$ cat src/logic/pmr_pkg.sv
// Package with constants and types for the power mode and reset controller.
`default_nettype none
package pmr_pkg;

    // ----------------------------------------------------------------
    // Timing
    // ----------------------------------------------------------------
    localparam int unsigned CLK_FREQ_HZ      = 250_000_000;
    localparam int unsigned DEEP_WAKE_NS     = 35_000;
    localparam int unsigned DEEP_WAKE_CYCLES = (DEEP_WAKE_NS * 1) / 4;
    localparam int unsigned LPO_FREQ_HZ      = 40_000;
    localparam int unsigned LPO_DIV_CYCLES   = CLK_FREQ_HZ / LPO_FREQ_HZ;
    localparam int unsigned WDOG_TIMEOUT_TICKS = 4096;
    localparam int unsigned RST_STRETCH_CYCLES = 16;

    // ----------------------------------------------------------------
    // Reset cause bit positions
    // ----------------------------------------------------------------
    localparam int unsigned CAUSE_WDOG = 0;
    localparam int unsigned CAUSE_SOFT = 1;
    localparam int unsigned CAUSE_EXT  = 2;
    localparam int unsigned CAUSE_BROWN = 3;
    localparam int unsigned CAUSE_W    = 4;
    localparam logic [3:0]  CAUSE_RESET_VAL = 4'h0;

    // ----------------------------------------------------------------
    // Power modes, one-hot
    // ----------------------------------------------------------------
    typedef enum logic [4:0] {
        PM_POWERUP = 5'h01,
        PM_ACTIVE  = 5'h02,
        PM_SLEEP   = 5'h04,
        PM_DEEP    = 5'h08,
        PM_WAKING  = 5'h10
    } pmr_mode_type;

endpackage : pmr_pkg
`default_nettype wire

$ cat src/logic/pmr_ctrl.sv
// Power mode sequencing and reset source gathering with a sticky cause record.
//
// What this block does
// - The block offers Active, Sleep and Deep Sleep, and in Active every clock runs.
// - Sleep gates the processor clock only, keeps the peripheral clock running and wakes at once on a wake event.
// - Deep Sleep stops the high-speed clock and takes 35 us to return to Active.
// - After power-on no mode is entered until the supply monitor reports good levels.
// - A brown-out from the supply monitor raises a system reset.
// - The watchdog counts low-power oscillator ticks, runs in Deep Sleep and resets on timeout.
// - A watchdog reset is recorded as such in the readable reset-cause register.
// - Power-on, pin and brown-out resets act asynchronously, firmware and watchdog resets through a register; each returns the mode state to known values.
// - The reset-cause record survives the reset it describes.
// - The system reset is held for as long as the external reset pin is low.
// - A firmware reset request is accepted as a reset source.
// - The wake-up interrupt logic stays powered in Deep Sleep and can wake the processor.
`timescale 1ns/1ps
`default_nettype none
module pmr_ctrl
    import pmr_pkg::*;
#(
    parameter int unsigned WAKE_CYCLES   = DEEP_WAKE_CYCLES,
    parameter int unsigned WDOG_TICKS    = WDOG_TIMEOUT_TICKS,
    parameter int unsigned LPO_DIV       = LPO_DIV_CYCLES
) (
    // Clock and power-on reset
    input  wire logic       MCLK,
    input  wire logic       RSTN,
    // Reset sources
    input  wire logic       EXT_RESET_N,
    input  wire logic       SUPPLY_GOOD,
    input  wire logic       BROWN_OUT,
    input  wire logic       SOFT_RESET_REQ,
    // Watchdog control
    input  wire logic       WDOG_ENABLE,
    input  wire logic       WDOG_SERVICE,
    // Mode requests and cause clear
    input  wire logic       SLEEP_REQ,
    input  wire logic       DEEP_REQ,
    input  wire logic       WAKE_EVENT,
    input  wire logic       CAUSE_CLEAR,
    // Outputs
    output var  logic       SYS_RESET_N,
    output var  logic       CPU_CLK_EN,
    output var  logic       HS_CLK_EN,
    output var  logic       PERIPH_CLK_EN,
    output var  logic       WAKEUP_INT_CTRL_ON,
    output var  logic       CPU_WAKE,
    output var  logic [4:0] MODE,
    output var  logic [3:0] RESET_CAUSE
);

    localparam int unsigned WCW = $clog2(WAKE_CYCLES + 1);
    localparam int unsigned SCW = $clog2(RST_STRETCH_CYCLES + 1);

    // ----------------------------------------------------------------
    // State
    // ----------------------------------------------------------------
    typedef struct packed {
        pmr_mode_type mode;
        logic [WCW-1:0] wake_cnt;
        logic       cpu_clk_en;
        logic       hs_clk_en;
        logic       periph_clk_en;
        logic       wic_on;
        logic       cpu_wake;
    } pmr_ctrl_state_type;

    // The stretch is kept apart from the mode state because it sits in the
    // power-on reset domain, while the mode state is cleared by every source.
    typedef struct packed {
        logic           sys_rst_n;
        logic [SCW-1:0] hold_cnt;
    } pmr_stretch_type;

    pmr_ctrl_state_type st_r;
    pmr_ctrl_state_type st_nxt;
    pmr_stretch_type    str_r;
    pmr_stretch_type    str_nxt;
    logic [3:0]         cause_r;
    logic [3:0]         cause_nxt;
    logic               wdog_expire;
    logic               sys_rst_n_int;
    logic               any_src;

    // ----------------------------------------------------------------
    // Watchdog
    // ----------------------------------------------------------------
    pmr_wdog #(
        .TIMEOUT_TICKS (WDOG_TICKS),
        .LPO_DIV       (LPO_DIV)
    ) u_wdog (
        .clk     (MCLK),
        .rst_n   (sys_rst_n_int),
        .enable  (WDOG_ENABLE),
        .service (WDOG_SERVICE),
        .expire  (wdog_expire)
    );

    // ----------------------------------------------------------------
    // Reset gathering
    // ----------------------------------------------------------------
    // asynchronous reset combine
    // brown-out resets
    // Combining power-on, pin and brown-out onto the async clear keeps those sources clock-free;
    // registered sources release through the stretch counter below.
    assign sys_rst_n_int = RSTN & EXT_RESET_N & ~BROWN_OUT & str_r.sys_rst_n;

    assign any_src = SOFT_RESET_REQ | wdog_expire;

    // ----------------------------------------------------------------
    // Cause record
    // ----------------------------------------------------------------
    // cause survives reset
    // Only power-on and CAUSE_CLEAR clear it, so software sees the cause after any other reset.
    always_comb begin
        cause_nxt = cause_r;
        if (CAUSE_CLEAR) begin
            cause_nxt = CAUSE_RESET_VAL;
        end
        if (wdog_expire) begin
            cause_nxt[CAUSE_WDOG] = 1'b1;
        end
        if (SOFT_RESET_REQ) begin
            cause_nxt[CAUSE_SOFT] = 1'b1;
        end
        if (!EXT_RESET_N) begin
            cause_nxt[CAUSE_EXT] = 1'b1;
        end
        if (BROWN_OUT) begin
            cause_nxt[CAUSE_BROWN] = 1'b1;
        end
    end

    always_ff @(posedge MCLK or negedge RSTN) begin
        if (!RSTN) begin
            cause_r <= CAUSE_RESET_VAL;
        end else begin
            cause_r <= cause_nxt;
        end
    end

    // ----------------------------------------------------------------
    // Mode sequencing
    // ----------------------------------------------------------------
    always_comb begin
        st_nxt          = st_r;
        str_nxt         = str_r;
        st_nxt.cpu_wake = 1'b0;
        if (any_src) begin
            // Internal reset stretch so the async clear lasts several cycles.
            str_nxt.sys_rst_n = 1'b0;
            str_nxt.hold_cnt  = SCW'(RST_STRETCH_CYCLES - 1);
        end else if (!str_r.sys_rst_n) begin
            if (str_r.hold_cnt == '0) begin
                str_nxt.sys_rst_n = 1'b1;
            end else begin
                str_nxt.hold_cnt = str_r.hold_cnt - SCW'(1);
            end
        end
        case (st_r.mode)
            PM_POWERUP: begin
                if (SUPPLY_GOOD) begin
                    // clocks start with Active
                    // Enables move with the mode so no cycle shows Active with clocks off.
                    st_nxt.mode          = PM_ACTIVE;
                    st_nxt.cpu_clk_en    = 1'b1;
                    st_nxt.hs_clk_en     = 1'b1;
                    st_nxt.periph_clk_en = 1'b1;
                end
            end
            PM_ACTIVE: begin
                st_nxt.cpu_clk_en    = 1'b1;
                st_nxt.hs_clk_en     = 1'b1;
                st_nxt.periph_clk_en = 1'b1;
                if (DEEP_REQ) begin
                    st_nxt.mode          = PM_DEEP;
                    st_nxt.cpu_clk_en    = 1'b0;
                    st_nxt.hs_clk_en     = 1'b0;
                    st_nxt.periph_clk_en = 1'b0;
                end else if (SLEEP_REQ) begin
                    st_nxt.mode       = PM_SLEEP;
                    st_nxt.cpu_clk_en = 1'b0;
                end
            end
            PM_SLEEP: begin
                if (WAKE_EVENT) begin
                    st_nxt.mode       = PM_ACTIVE;
                    st_nxt.cpu_clk_en = 1'b1;
                    st_nxt.cpu_wake   = 1'b1;
                end
            end
            PM_DEEP: begin
                st_nxt.wic_on = 1'b1;
                if (WAKE_EVENT) begin
                    st_nxt.mode      = PM_WAKING;
                    st_nxt.hs_clk_en = 1'b1;
                    st_nxt.wake_cnt  = WCW'(WAKE_CYCLES - 1);
                end
            end
            PM_WAKING: begin
                if (st_r.wake_cnt == '0) begin
                    st_nxt.mode          = PM_ACTIVE;
                    st_nxt.cpu_clk_en    = 1'b1;
                    st_nxt.periph_clk_en = 1'b1;
                    st_nxt.cpu_wake      = 1'b1;
                end else begin
                    st_nxt.wake_cnt = st_r.wake_cnt - WCW'(1);
                end
            end
            default: begin
                st_nxt.mode = PM_POWERUP;
            end
        endcase
    end

    // ----------------------------------------------------------------
    // Mode state registers
    // ----------------------------------------------------------------
    // known state on reset
    always_ff @(posedge MCLK or negedge sys_rst_n_int) begin
        if (!sys_rst_n_int) begin
            st_r.mode          <= PM_POWERUP;
            st_r.wake_cnt      <= '0;
            st_r.cpu_clk_en    <= 1'b0;
            st_r.hs_clk_en     <= 1'b0;
            st_r.periph_clk_en <= 1'b0;
            st_r.wic_on        <= 1'b1;
            st_r.cpu_wake      <= 1'b0;
        end else begin
            st_r.mode          <= st_nxt.mode;
            st_r.wake_cnt      <= st_nxt.wake_cnt;
            st_r.cpu_clk_en    <= st_nxt.cpu_clk_en;
            st_r.hs_clk_en     <= st_nxt.hs_clk_en;
            st_r.periph_clk_en <= st_nxt.periph_clk_en;
            st_r.wic_on        <= st_nxt.wic_on;
            st_r.cpu_wake      <= st_nxt.cpu_wake;
        end
    end

    // ----------------------------------------------------------------
    // Reset stretch registers
    // ----------------------------------------------------------------
    // The stretch flops sit on the power-on reset only, so they
    // can release the internal reset they themselves assert.
    always_ff @(posedge MCLK or negedge RSTN) begin
        if (!RSTN) begin
            str_r.sys_rst_n <= 1'b1;
            str_r.hold_cnt  <= '0;
        end else begin
            str_r.sys_rst_n <= str_nxt.sys_rst_n;
            str_r.hold_cnt  <= str_nxt.hold_cnt;
        end
    end

    // ----------------------------------------------------------------
    // Registered outputs
    // ----------------------------------------------------------------
    always_ff @(posedge MCLK or negedge RSTN) begin
        if (!RSTN) begin
            SYS_RESET_N        <= 1'b0;
            CPU_CLK_EN         <= 1'b0;
            HS_CLK_EN          <= 1'b0;
            PERIPH_CLK_EN      <= 1'b0;
            WAKEUP_INT_CTRL_ON <= 1'b1;
            CPU_WAKE           <= 1'b0;
            MODE               <= PM_POWERUP;
            RESET_CAUSE        <= CAUSE_RESET_VAL;
        end else begin
            SYS_RESET_N        <= sys_rst_n_int & (st_r.mode != PM_POWERUP);
            CPU_CLK_EN         <= st_r.cpu_clk_en;
            HS_CLK_EN          <= st_r.hs_clk_en;
            PERIPH_CLK_EN      <= st_r.periph_clk_en;
            WAKEUP_INT_CTRL_ON <= st_r.wic_on;
            CPU_WAKE           <= st_r.cpu_wake;
            MODE               <= st_r.mode;
            RESET_CAUSE        <= cause_r;
        end
    end

endmodule // pmr_ctrl
`default_nettype wire

$ cat src/logic/pmr_wdog.sv
// Watchdog counter clocked by clk, stepped by a low-power oscillator tick divided down from clk.
`timescale 1ns/1ps
`default_nettype none
module pmr_wdog
    import pmr_pkg::*;
#(
    parameter int unsigned TIMEOUT_TICKS = WDOG_TIMEOUT_TICKS,
    parameter int unsigned LPO_DIV       = LPO_DIV_CYCLES
) (
    // Clock and reset
    input  wire logic clk,
    input  wire logic rst_n,
    // Control
    input  wire logic enable,
    input  wire logic service,
    // Result
    output var  logic expire
);

    localparam int unsigned DW = $clog2(LPO_DIV + 1);
    localparam int unsigned TW = $clog2(TIMEOUT_TICKS + 1);

    typedef struct packed {
        logic [DW-1:0] div;
        logic [TW-1:0] cnt;
        logic          expire;
    } pmr_wdog_state_type;

    pmr_wdog_state_type st_r;
    pmr_wdog_state_type st_nxt;

    always_comb begin
        st_nxt        = st_r;
        st_nxt.expire = 1'b0;
        if (st_r.div == DW'(LPO_DIV - 1)) begin
            st_nxt.div = '0;
        end else begin
            st_nxt.div = st_r.div + DW'(1);
        end
        if (!enable || service) begin
            st_nxt.cnt = '0;
        end else if (st_r.div == DW'(LPO_DIV - 1)) begin
            if (st_r.cnt == TW'(TIMEOUT_TICKS - 1)) begin
                st_nxt.expire = 1'b1;
                st_nxt.cnt    = '0;
            end else begin
                st_nxt.cnt = st_r.cnt + TW'(1);
            end
        end
    end

    always_ff @(posedge clk or negedge rst_n) begin
        if (!rst_n) begin
            st_r <= '0;
        end else begin
            st_r <= st_nxt;
        end
    end

    assign expire = st_r.expire;

endmodule // pmr_wdog
`default_nettype wire

$ cat config.mk
export PLATFORM = sky130hd
export DESIGN_NAME = pmr_ctrl
export DESIGN_NICKNAME = d
export VERILOG_FILES = /design/src/logic/pmr_pkg.sv /design/src/logic/pmr_ctrl.sv /design/src/logic/pmr_wdog.sv
export SDC_FILE = /design/constraint.sdc
export NUM_CORES = 1
export LEC_CHECK = 0
export BUFFER_PORTS_ARGS = -buffer_cell sky130_fd_sc_hd__buf_4
export CELL_PAD_IN_SITES_DETAIL_PLACEMENT = 0
export CELL_PAD_IN_SITES_GLOBAL_PLACEMENT = 1
export CORE_UTILIZATION = 51
export CTS_CLUSTER_DIAMETER = 200
export DETAILED_ROUTE_END_ITERATION = 10
export PLACE_DENSITY = 0.92
export SYNTH_ARGS = -nofsm -noshare
export SYNTH_HDL_FRONTEND = slang
export SYNTH_SLANG_ARGS = --single-unit
$ cat constraint.sdc
create_clock -name MCLK -period 4.6 [get_ports MCLK]
set_input_delay 0.92 -clock MCLK [delete_from_list [all_inputs] [get_ports MCLK]]
set_output_delay 0.92 -clock MCLK [all_outputs]
set_load 0.01 [all_outputs]
==> results of run 1 <==
-- power by group through the flow --
stage | clock network, mW | registers [mW] | logic (mW)
2_1_floorplan | 0 | 0.783 | 0.203
3_3_place_gp | 0 | 0.807 | 0.263
3_5_place_dp | 0 | 0.812 | 0.270
4_1_cts | 0.521 | 0.799 | 0.275
5_1_grt | 0.550 | 0.812 | 0.306
6_report | 0.508 | 0.801 | 0.275
-- worst paths after layout --
path,end,slack [ns],depth (start not counted)
setup / recovery,st_r[5],2.17,6
hold reg to reg,CPU_WAKE,0.36,0
min in group asynchronous,MODE[3],0.47,1
setup reg to reg,st_r[5],2.17,6
max in group asynchronous,u_wdog.st_r[24],2.79,3
hold / removal,CPU_WAKE,0.36,0
-- cell type report --
class | count | share of cell area
flip-flops and latches | 74 | 0.447
multi-input cells | 254 | 0.414
repair buffers | 26 | 0.0471
clock buffers | 10 | 0.0332
well taps | 96 | 0.0290
clock inverters | 6 | 0.0160
inverters | 15 | 0.0136
-- cells by family (layout without fill, tap and decap cells) --
kind of cell / Yosys count / in the layout / share of synthesized area
DFF: 74 / 74 / 0.504
AOI/OAI and AO/OA: 73 / 73 / 0.137
adders and majority gates: 6 / 6 / 0.0204
muxes: 7 / 7 / 0.0197
and+or+nand+nor: 150 / 150 / 0.247
xor gates and xnor gates: 17 / 17 / 0.0404
buffers and inverters: 27 / 57 / 0.0312
other: 1 / 1 / 0.00102
-- sequential cells by signal, summed over array words and instances (netlist names) --
signal,cells
CPU_CLK_EN,1
RESET_CAUSE,4
u_wdog.st_r,26
u_wdog.expire,1
str_r,6
st_r,23
SYS_RESET_N,1
MODE,5
HS_CLK_EN,1
cause_r,4
PERIPH_CLK_EN,1
CPU_WAKE,1
-- per-stage QoR --
stage / std cells / instance area, sq um
2_1_floorplan: 355 / 3680
3_3_place_gp: 465 / 3940
3_5_place_dp: 465 / 3940
4_1_cts: 481 / 4150
5_1_grt: 481 / 4150
6_report: 481 / 4150
-- Yosys cell counts, drive strengths merged, types with 3 or more instances --
library cell	count	share of area
nand2	20	0.020
nand3	12	0.018
nor3	10	0.014
o22ai	4	0.0068
o211ai	3	0.0075
o21ai	18	0.024
nor4b	4	0.014
and4	4	0.0095
and3	4	0.0068
and2	5	0.0088
nor2	26	0.026
inv	15	0.015
xnor2	9	0.021
ha	6	0.020
buf	5	0.0088
xor2	8	0.019
a211oi	6	0.012
mux2i	5	0.014
or4	8	0.017
nor4	5	0.013
dfstp	3	0.021
nand3b	5	0.010
or3	13	0.022
nand4	12	0.020
or4b	3	0.0081
o311ai	3	0.0071
dfrtp	71	0.48
a21oi	15	0.020
a21o	4	0.0081
clkbuf	7	0.0071
nand2b	8	0.014
-- metal layers --
layer  vias up  wire length (um)  global-route usage
li1       1361                 -                   -
met4         0                74              0.0727
met3         6               235              0.0322
met5         -                 0                   0
met1      1402              3570               0.304
met2        51              3380               0.321
-- critical path, delay by kind of cell (launching register included) --
family | cells | cell delay [ns]
simple gates | 2 | 1.20
buf+inv | 1 | 0.10
fa+ha+maj | 1 | 0.17
compound gates | 2 | 0.43
flops | 1 | 0.42
==> results by group, run 1 <==
Clocking
  • Root Buffer: clkbuf_8
  • CTS buffer count: 9
  • Worst-Skew Late Latency: 0.34 ns
  • Hold_buf cts: 0
  • Bufs on Longest Clock Path: 2
  • CTS tree: yes
  • Clk pin slew, worst setup/hold paths: around 0.080 ns
  • Postcts setup bufs: 0
  • PostCTS Resize Cnt: 0
  • Sink Count: 74
  • H-tree depth: 3

STA
  • Max-slew violations: 0
  • Smallest hold slack: around 0.36 ns
  • Min cycle time layout: around 2.4 ns
  • Worst slew pin tran: about 0.8 ns
  • Setup Total Neg Slack: 0 ns
  • Highest clock rate: slightly above 400 MHz
  • Unrepaired setup endpoints after global routing: false
  • Setup violators final: 0
  • Clock Skews: 0.0103 ns
  • Hold Vio Cnt, Final: 0
  • Crit share post-route: 0.527
  • Worst Slack Setup Final: 2.17 ns
  • Rel. slew slack: 0.462

Job
  • Max_cap viols: 0

Detailed routing
  • Final WL: ~7300 um
  • DRT Pass-1 Iters: 4
  • Post-DRT Antenna Nets: 0
  • Post-DR wirelength/cell: around 15 um
  • Iter 0 DRT Violations: between 150 and 200
  • Drt via density: between 5 and 6
  • Vias: 2820
  • Drt drc: 0

Yosys
  • Sequential area share after synthesis: 0.504
  • Mapped Cells: between 300 and 400
  • Synth warnings: 0
  • Synth cell types: 70
  • Post-Syn Nets: between 300 and 400
  • Avg Synthesized Cell Area: around 10 sq um
  • Number of flops mapped to enable cells by yosys: 0
  • Yosys reg bits: 74
  • Ys async rst share: 1.00
  • Synth Flop Type: dfrtp_1
  • Mapped cell area: between 3000 and 4000 sq um

Floorplanning
  • Die height: between 80 and 90 um
  • Core box area: 6870 sq um
  • Die W: approximately 87 um
  • DIE AREA: about 7600 sq um
  • I/O pins: 27
  • Row count: 30
  • Initial core utilization: 0.536

Worst setup path
  • Data required, critical path: between 4 and 5 ns
  • Worst r2r src: st_r[5]
  • CP Class: reg -> reg
  • Highest cell delay on the worst timing path: 0.62 ns
  • Max FO, Critical Path: 10
  • Worst Setup Start Kind: flip-flop
  • Worst setup EP type: flip-flop
  • Worst Setup SP: st_r[5]
  • Worst path cell trace: inv_1, ha_1, or4b_1, nor4_4, a21oi_1, a21bo_1
  • CP arrival: about 2.7 ns
  • Slowest CP cell: or4b_1

Layout
  • Commonest non-fill, non-tap cells in the layout: dfrtp_1, nor2_1, buf_4
  • Area of the multi-input gates: ~1700 sq um
  • Fin util: 0.604
  • Fillers: 602
  • Area grow syn2layout: 12.5%
  • Fin nets: roughly 400
  • Reg area: between 1500 and 2000 sq um
  • Ratio of cells with drive above 1 in the final layout: 0.161
  • Commonest non-fill, non-tap cell in the layout: dfrtp_1
  • # diodes: 0

Pwr
  • Sw frac: 0.294
  • P_int: approximately 1.1 mW
  • Net Sw Power: 0.466 mW
  • Pwr dens: between 300 and 400 nW/um^2
  • Clock share of power: 0.321
  • Largest vdd supply drop: around 150 uV
  • Reg power frac: 0.506
  • Tot Pwr: between 1.5 and 2 mW
  • Part of the power in combinational logic: 0.174
  • Leakage power: between 1.5 and 2 nW

Place
  • Routability Congestion: 0.850
  • Dpl ws: approximately 2.2 ns
  • Detail Placement HPWL: 5000 um
  • # port buffers: 25

Global routing
  • Gr usage total: 0.210
  • First-pass GRT wire length: roughly 12000 um
  • Initial antenna violation count: 0
  • Vias in the first global route: between 2000 and 3000
  • Gr ovfl total: 0
  • Largest net degree at the start of global routing: 37

Worst hold path
  • Worst Hold Class: reg -> reg
  • Hold path start: st_r[0]

Outcome
  • Outcome: finished clean
(Power assumes the default switching activity.)
==> run 2: changes to the inputs <==
--- a/config.mk
+++ b/config.mk
@@ -8,10 +8,10 @@
 export BUFFER_PORTS_ARGS = -buffer_cell sky130_fd_sc_hd__buf_4
 export CELL_PAD_IN_SITES_DETAIL_PLACEMENT = 0
 export CELL_PAD_IN_SITES_GLOBAL_PLACEMENT = 1
-export CORE_UTILIZATION = 51
+export CORE_UTILIZATION = 47
 export CTS_CLUSTER_DIAMETER = 200
 export DETAILED_ROUTE_END_ITERATION = 10
-export PLACE_DENSITY = 0.92
+export PLACE_DENSITY = 0.87
 export SYNTH_ARGS = -nofsm -noshare
 export SYNTH_HDL_FRONTEND = slang
 export SYNTH_SLANG_ARGS = --single-unit
==> constraint.sdc (replaced) <==
create_clock -name MCLK -period 2.4 [get_ports MCLK]
set_input_delay 0.48 -clock MCLK [delete_from_list [all_inputs] [get_ports MCLK]]
set_output_delay 0.48 -clock MCLK [all_outputs]
set_load 0.01 [all_outputs]
==> run 2 against run 1 <==
Via count fell by 0.35%. Final cell count rose by 2.3%. Core utilization fell by 2.7 points. Critical path depth did not move. Non-clock buffer count rose by 8. Routed wire length fell by 0.72%. Total power rose by 110%. Cell area rose by 3.0%. Critical path type unchanged.
==> results by group, run 2 (synthesized netlist as in run 1, its figures left out) <==
Outcome
  • Outcome: finished clean

Layout
  • Fin util: 0.577 (-0.0269)
  • Design Area, Final: 4270 sq um (+3.0%)
  • Final non-filler cell total: 492 (+2.3%)
  • Ratio of cells with drive above 1 in the final layout: 0.176 (+0.0145)
  • Area grow syn2layout: 16.0%
  • Commonest non-fill, non-tap cell in the layout: dfrtp_1
  • Fin nets: 406 (+2.0%)
  • Top reg by flops: u_wdog.st_r
  • Commonest non-fill, non-tap cells in the layout: dfrtp_1, buf_4, nor2_1
  • Largest register FFs: 26 (unchanged)
  • Top Registers: u_wdog.st_r (26), st_r (23), str_r (6)
  • # diodes: 0 (unchanged)
  • Fillers: 640 (+6.3%)

STA
  • Clock Skews: 0.0125 ns (+0.00222 ns)
  • Min cycle time layout: 2.21 ns (-0.214 ns)
  • Rel. slew slack: 0.419 (-0.0431)
  • Crit share post-route: 0.922 (+0.394)
  • Max-slew violations: 0 (unchanged)
  • Unrepaired setup endpoints after global routing: false
  • Highest clock rate: 452 MHz (+9.7%)
  • Setup Total Neg Slack: 0 ns (unchanged)
  • Hold Vio Cnt, Final: 0 (unchanged)
  • Setup violators final: 0 (unchanged)
  • Worst slew pin tran: 0.859 ns (+0.0638 ns)

Pwr
  • Tot Pwr: 3.28 mW (+110%)
  • Largest vdd supply drop: 286 uV (+97%)
  • Pwr dens: 767 nW/um^2 (+100%)
  • Leakage power: 1.79 nW (+4.5%)

Clocking
  • H-tree depth: 3 (unchanged)
  • CTS buffer count: 9 (unchanged)
  • Root Buffer: clkbuf_8
  • Clk pin slew, worst setup/hold paths: 0.08 ns (about the same)
  • Sink Count: 74 (unchanged)
  • CTS tree: yes
  • Hold_buf cts: 0 (unchanged)
  • Worst-Skew Late Latency: 0.35 ns (about the same)
  • Bufs on Longest Clock Path: 2 (unchanged)
  • PostCTS Resize Cnt: 0 (unchanged)
  • Postcts setup bufs: 0 (unchanged)

Floorplanning
  • Core box area: 7410 sq um (+7.9%)
  • Die W: 90.5 um (+4.1%)
  • Initial core utilization: 0.497 (-0.0390)
  • DIE AREA: 8200 sq um (+8.3%)
  • Die height: 90.5 um (+4.1%)
  • Row count: 31 (+3.3%)
  • I/O pins: 27 (unchanged)

Global routing
  • Vias in the first global route: 2741 (+5.2%)
  • Largest net degree at the start of global routing: 38 (+2.7%)
  • Gr ovfl total: 0 (unchanged)
  • Initial antenna violation count: 0 (unchanged)
  • First-pass GRT wire length: 12800 um (+3.4%)
  • Gr usage total: 0.194 (-0.0162)

Place
  • Routability Congestion: 0.810 (-4.7%)
  • Placement-stage cell area: 4020 sq um (+1.9%)
  • Cell Count Post-Placement: 476 (+2.4%)
  • # port buffers: 25 (unchanged)
  • Detail Placement HPWL: 5030 um (+0.60%)

Worst setup path
  • CP arrival: 2.45 ns (-0.20 ns)
  • CP Class: reg -> reg
  • Worst Setup Start Kind: flip-flop
  • FF-to-FF setup slack: 0.19 ns (-1.99 ns)
  • Worst setup EP type: flip-flop
  • R2r endpoint: st_r[16]
  • Data required, critical path: 2.64 ns (-2.18 ns)
  • Worst r2r src: st_r[5]
  • Max FO, Critical Path: 7 (-3)
  • FF-to-FF path depth: 6 (unchanged)

Detailed routing
  • Drt via density: 5.71 (-2.6%)
  • Iter 0 DRT Violations: 108 (-38%)
  • Post-DR wirelength/cell: 14.7 um (-2.9%)
  • DRT Pass-1 Iters: 4 (unchanged)
  • Drt drc: 0 (unchanged)
  • Final WL: 7210 um (-0.72%)
  • Post-DRT Antenna Nets: 0 (unchanged)
  • Vias: 2810 (-0.35%)

Job
  • Max_cap viols: 0 (unchanged)

Worst hold path
  • Worst Hold Class: in -> async
[run 2: final cells by class]
class	instances	area, sq um	share of cell area
Sequential cell	74	1860	0.434
Multi-Input combinational cell	254	1720	0.401
Timing Repair Buffer	34	268	0.0627
Clock buffer	12	155	0.0363
Tap cell	99	124	0.0290
Clock inverter	4	98.8	0.0231
Inverter	15	56.3	0.0132
[run 2: critical path, stage by stage, from the launching register on]
cell     delay, ns
dfrtp_1       0.41
inv_1         0.09
ha_1          0.16
or4b_1        0.62
nor4_1        0.44
nor4b_1       0.11
mux2_2        0.28
[run 2: worst max path at each step]
| stage | start | slack [ns] | to |
|---|---|---|---|
| 2_1_floorplan | str_r[5] | 0.12 | SYS_RESET_N |
| 3_3_place_gp | st_r[5] | 0.25 | st_r[16] |
| 3_5_place_dp | st_r[5] | 0.20 | st_r[16] |
| 4_1_cts | st_r[5] | 0.20 | st_r[16] |
| 5_1_grt | st_r[5] | 0.02 | st_r[16] |
| 6_report | st_r[5] | 0.19 | st_r[16] |
[run 2: metal layers]
layer	routed length (um)	GRT usage	share of wire
met1	3520	0.262	0.49
met3	219	0.0438	0.030
met2	3390	0.309	0.47
met4	88	0.0605	0.012
met5	0	0	0
[run 2: metrics by stage]
step | hold slack [ns] | setup WS, ns
2_1_floorplan | 0.184 | 0.124
3_3_place_gp | 0.347 | 0.255
3_5_place_dp | 0.357 | 0.202
4_1_cts | 0.00666 | 0.201
5_1_grt | 0.0235 | 0.0169
6_report | 0.0113 | 0.187
[run 2: where the power goes]
part           internal [mW]  total [mW]  switching, mW
combinational          0.265       0.579          0.314
clock                  0.750        1.21          0.455
sequential              1.39        1.49          0.105
total                   2.40        3.28          0.874
==> run 3: changes to the inputs <==
--- a/config.mk
+++ b/config.mk
@@ -6,9 +6,7 @@
 export NUM_CORES = 1
 export LEC_CHECK = 0
 export BUFFER_PORTS_ARGS = -buffer_cell sky130_fd_sc_hd__buf_4
-export CELL_PAD_IN_SITES_DETAIL_PLACEMENT = 0
-export CELL_PAD_IN_SITES_GLOBAL_PLACEMENT = 1
-export CORE_UTILIZATION = 47
+export CORE_UTILIZATION = 60
 export CTS_CLUSTER_DIAMETER = 200
 export DETAILED_ROUTE_END_ITERATION = 10
 export PLACE_DENSITY = 0.87
==> constraint.sdc (replaced) <==
create_clock -name MCLK -period 2.4 [get_ports MCLK]
set_input_delay 0.12 -clock MCLK [delete_from_list [all_inputs] [get_ports MCLK]]
set_output_delay 0.12 -clock MCLK [all_outputs]
set_load 0.01 [all_outputs]
==> run 3 against run 2 <==
Non-clock buffer count up 6. Sequential share of layout area is 0.076 points higher. First-iteration DRC count up 100%. Via count rose by 5.4%. Clock power down 9%. Die area shrank 21%. Worst setup slack worse by 0.0021 ns. Largest cell class unchanged. Highest routed layer unchanged.
==> results by group, run 3 (synthesized netlist as in run 1, its figures left out) <==
Layout
  • Area of the multi-input gates: 1720 sq um (unchanged)
  • Largest register FFs: 26 (unchanged)
  • Area grow syn2layout: 15.8%
  • Fillers: 409 (-36%)
  • # diodes: 0 (unchanged)
  • Top Registers: u_wdog.st_r (26), st_r (23), str_r (6)
  • Commonest non-fill, non-tap cell in the layout: dfrtp_1
  • Ratio of cells with drive above 1 in the final layout: 0.173 (-0.00264)
  • Fin nets: 412 (+1.5%)
  • Reg area: 1860 sq um (unchanged)
  • Commonest non-fill, non-tap cells in the layout: dfrtp_1, buf_4, nor2_1
  • Top reg by flops: u_wdog.st_r
  • Final non-filler cell total: 474 (-3.7%)

Worst hold path
  • Worst Hold Class: in -> reg

Detailed routing
  • DRT Pass-1 Iters: 5 (+1)
  • Uppermost layer routed: met4
  • Final WL: 7860 um (+9.0%)
  • Post-DR wirelength/cell: 16.6 um (+13%)
  • Wire length on met3: 348 um (+59%)
  • Vias: 2961 (+5.4%)
  • Drt via density: 6.25 (+9.4%)
  • Iter 0 DRT Violations: 218 (+100%)
  • Drt drc: 0 (unchanged)
  • Met2 WL post-DR: 4010 um (+19%)
  • M1 WL: 3340 um (-4.9%)
  • Post-DRT Antenna Nets: 0 (unchanged)

Floorplanning
  • Die height: 80.4 um (-11%)
  • Row count: 28 (-9.7%)
  • Core box area: 5920 sq um (-20%)
  • DIE AREA: 6460 sq um (-21%)
  • I/O pins: 27 (unchanged)
  • Die W: 80.4 um (-11%)
  • Initial core utilization: 0.622 (+0.125)

Clocking
  • Sink Count: 74 (unchanged)
  • Bufs on Longest Clock Path: 2 (unchanged)
  • Worst-Skew Late Latency: 0.34 ns (about the same)
  • CTS buffer count: 9 (unchanged)
  • Postcts setup bufs: 0 (unchanged)
  • Hold_buf cts: 6 (+6)
  • CTS tree: yes
  • Root Buffer: clkbuf_8
  • Clk pin slew, worst setup/hold paths: 0.07 ns (about the same)
  • PostCTS Resize Cnt: 0 (unchanged)
  • H-tree depth: 3 (unchanged)

Global routing
  • Largest net degree at the start of global routing: 51 (+34%)
  • Vias in the first global route: 2859 (+4.3%)
  • Gr ovfl total: 0 (unchanged)
  • Initial antenna violation count: 0 (unchanged)
  • Gr usage total: 0.264 (+0.0707)
  • First-pass GRT wire length: 13000 um (+0.91%)

Worst setup path
  • CP arrival: 2.44 ns (about the same)
  • Worst path cell trace: inv_1, ha_1, or4b_1, nor4_4, buf_4, a21oi_1, a21bo_1
  • Worst Setup Start Kind: flip-flop
  • Data required, critical path: 2.63 ns (about the same)
  • Largest delay share family, worst path: simple AND/OR/NAND/NOR gates
  • Worst setup EP type: flip-flop
  • Max FO, Critical Path: 7 (unchanged)
  • Worst path buffer plus inverter count: 2 (+1)
  • Slowest CP cell: or4b_1
  • CP Class: reg -> reg
  • Highest cell delay on the worst timing path: 0.62 ns (about the same)

STA
  • Min cycle time layout: 2.21 ns (+0.00212 ns)
  • Unrepaired setup endpoints after global routing: false
  • Worst Slack Setup Final: 0.185 ns (-0.00212 ns)
  • Smallest hold slack: 0.0943 ns (+0.0830 ns)
  • Clock Skews: 0.00974 ns (-0.00276 ns)
  • Worst slew pin tran: 0.881 ns (+0.0222 ns)
  • Rel. slew slack: 0.404 (-0.0150)
  • Hold Vio Cnt, Final: 0 (unchanged)
  • Crit share post-route: 0.923 (about the same)
  • Max-slew violations: 0 (unchanged)
  • Highest clock rate: 452 MHz (about the same)
  • Setup violators final: 0 (unchanged)
  • Setup Total Neg Slack: 0 ns (unchanged)

Pwr
  • Net Sw Power: 0.883 mW (+0.94%)
  • Reg power frac: 0.470 (+0.014)
  • Pwr dens: 747 nW/um^2 (-2.6%)
  • Sw frac: 0.277 (+0.0103)
  • Part of the power in combinational logic: 0.186 (+0.009)
  • Leakage power: 1.80 nW (+0.63%)
  • Clock share of power: 0.344 (-0.024)
  • Tot Pwr: 3.18 mW (-2.8%)
  • Largest vdd supply drop: 484 uV (+69%)
  • P_int: 2.30 mW (-4.2%)

Outcome
  • Outcome: finished clean

Place
  • Detail Placement HPWL: 5320 um (+5.8%)
  • Cell Count Post-Placement: 452 (-5.0%)
  • Routability Congestion: 0.846 (+4.5%)
  • Dpl ws: 0.209 ns (+0.00700 ns)
  • # port buffers: 25 (unchanged)

Job
  • Max_cap viols: 0 (unchanged)
## run 3: cell count changes in the layout (fill, tap and decap cells not counted)
cell | previous run | this run
buf_4 | 33 | 34
clkinv_2 | 0 | 1
bufinv_16 | 3 | 2
buf_12 | 1 | 0
dlygate4sd3_1 | 0 | 6
## run 3: power by group through the flow
stage	clock [mW]	combinational [mW]	sequential (mW)
floorplan	0	0.389	1.50
global placement	0	0.557	1.51
finish	1.10	0.594	1.50
CTS	1.11	0.592	1.49
detailed placement	0	0.581	1.52
global route	1.17	0.658	1.51
## run 3: cell type report
| class | count | area share |
|---|---|---|
| Multi-Input combinational cell | 254 | 0.402 |
| Inverter | 15 | 0.0132 |
| Tap cell | 75 | 0.0220 |
| Clock inverter | 4 | 0.0173 |
| Sequential cell | 74 | 0.435 |
| Clock buffer | 12 | 0.0364 |
| Timing Repair Buffer | 40 | 0.0739 |
## run 3: stage by stage
stage,util,area [sq um]
6_report,0.720,4270
5_1_grt,0.720,4270
4_1_cts,0.720,4270
3_5_place_dp,0.672,3980
3_3_place_gp,0.672,3980
2_1_floorplan,-,3680
## run 3: metal layers
layer	GRT usage	vias up
li1	-	1385
met1	0.330	1447
met5	0	-
met4	0.113	0
met3	0.0432	22
met2	0.452	107
## run 3: path summary, 6_finish.rpt
check | start | to | slack, ns | depth (start not counted)
hold reg to reg | st_r[0] | CPU_WAKE | 0.38 | 0
setup / recovery | st_r[5] | st_r[5] | 0.19 | 7
max in group asynchronous | RSTN | st_r[9] | 1.01 | 4
hold / removal | SLEEP_REQ | st_r[21] | 0.09 | 3
min in group asynchronous | RSTN | HS_CLK_EN | 0.21 | 2
setup reg to reg | st_r[5] | st_r[5] | 0.19 | 7
## run 3: worst register-to-register path, cell delays in order (launching register included)
cell     delay, ns
dfrtp_1       0.40
inv_1         0.09
ha_1          0.16
or4b_1        0.62
nor4_4        0.29
buf_4         0.20
a21oi_1       0.11
a21bo_1       0.23
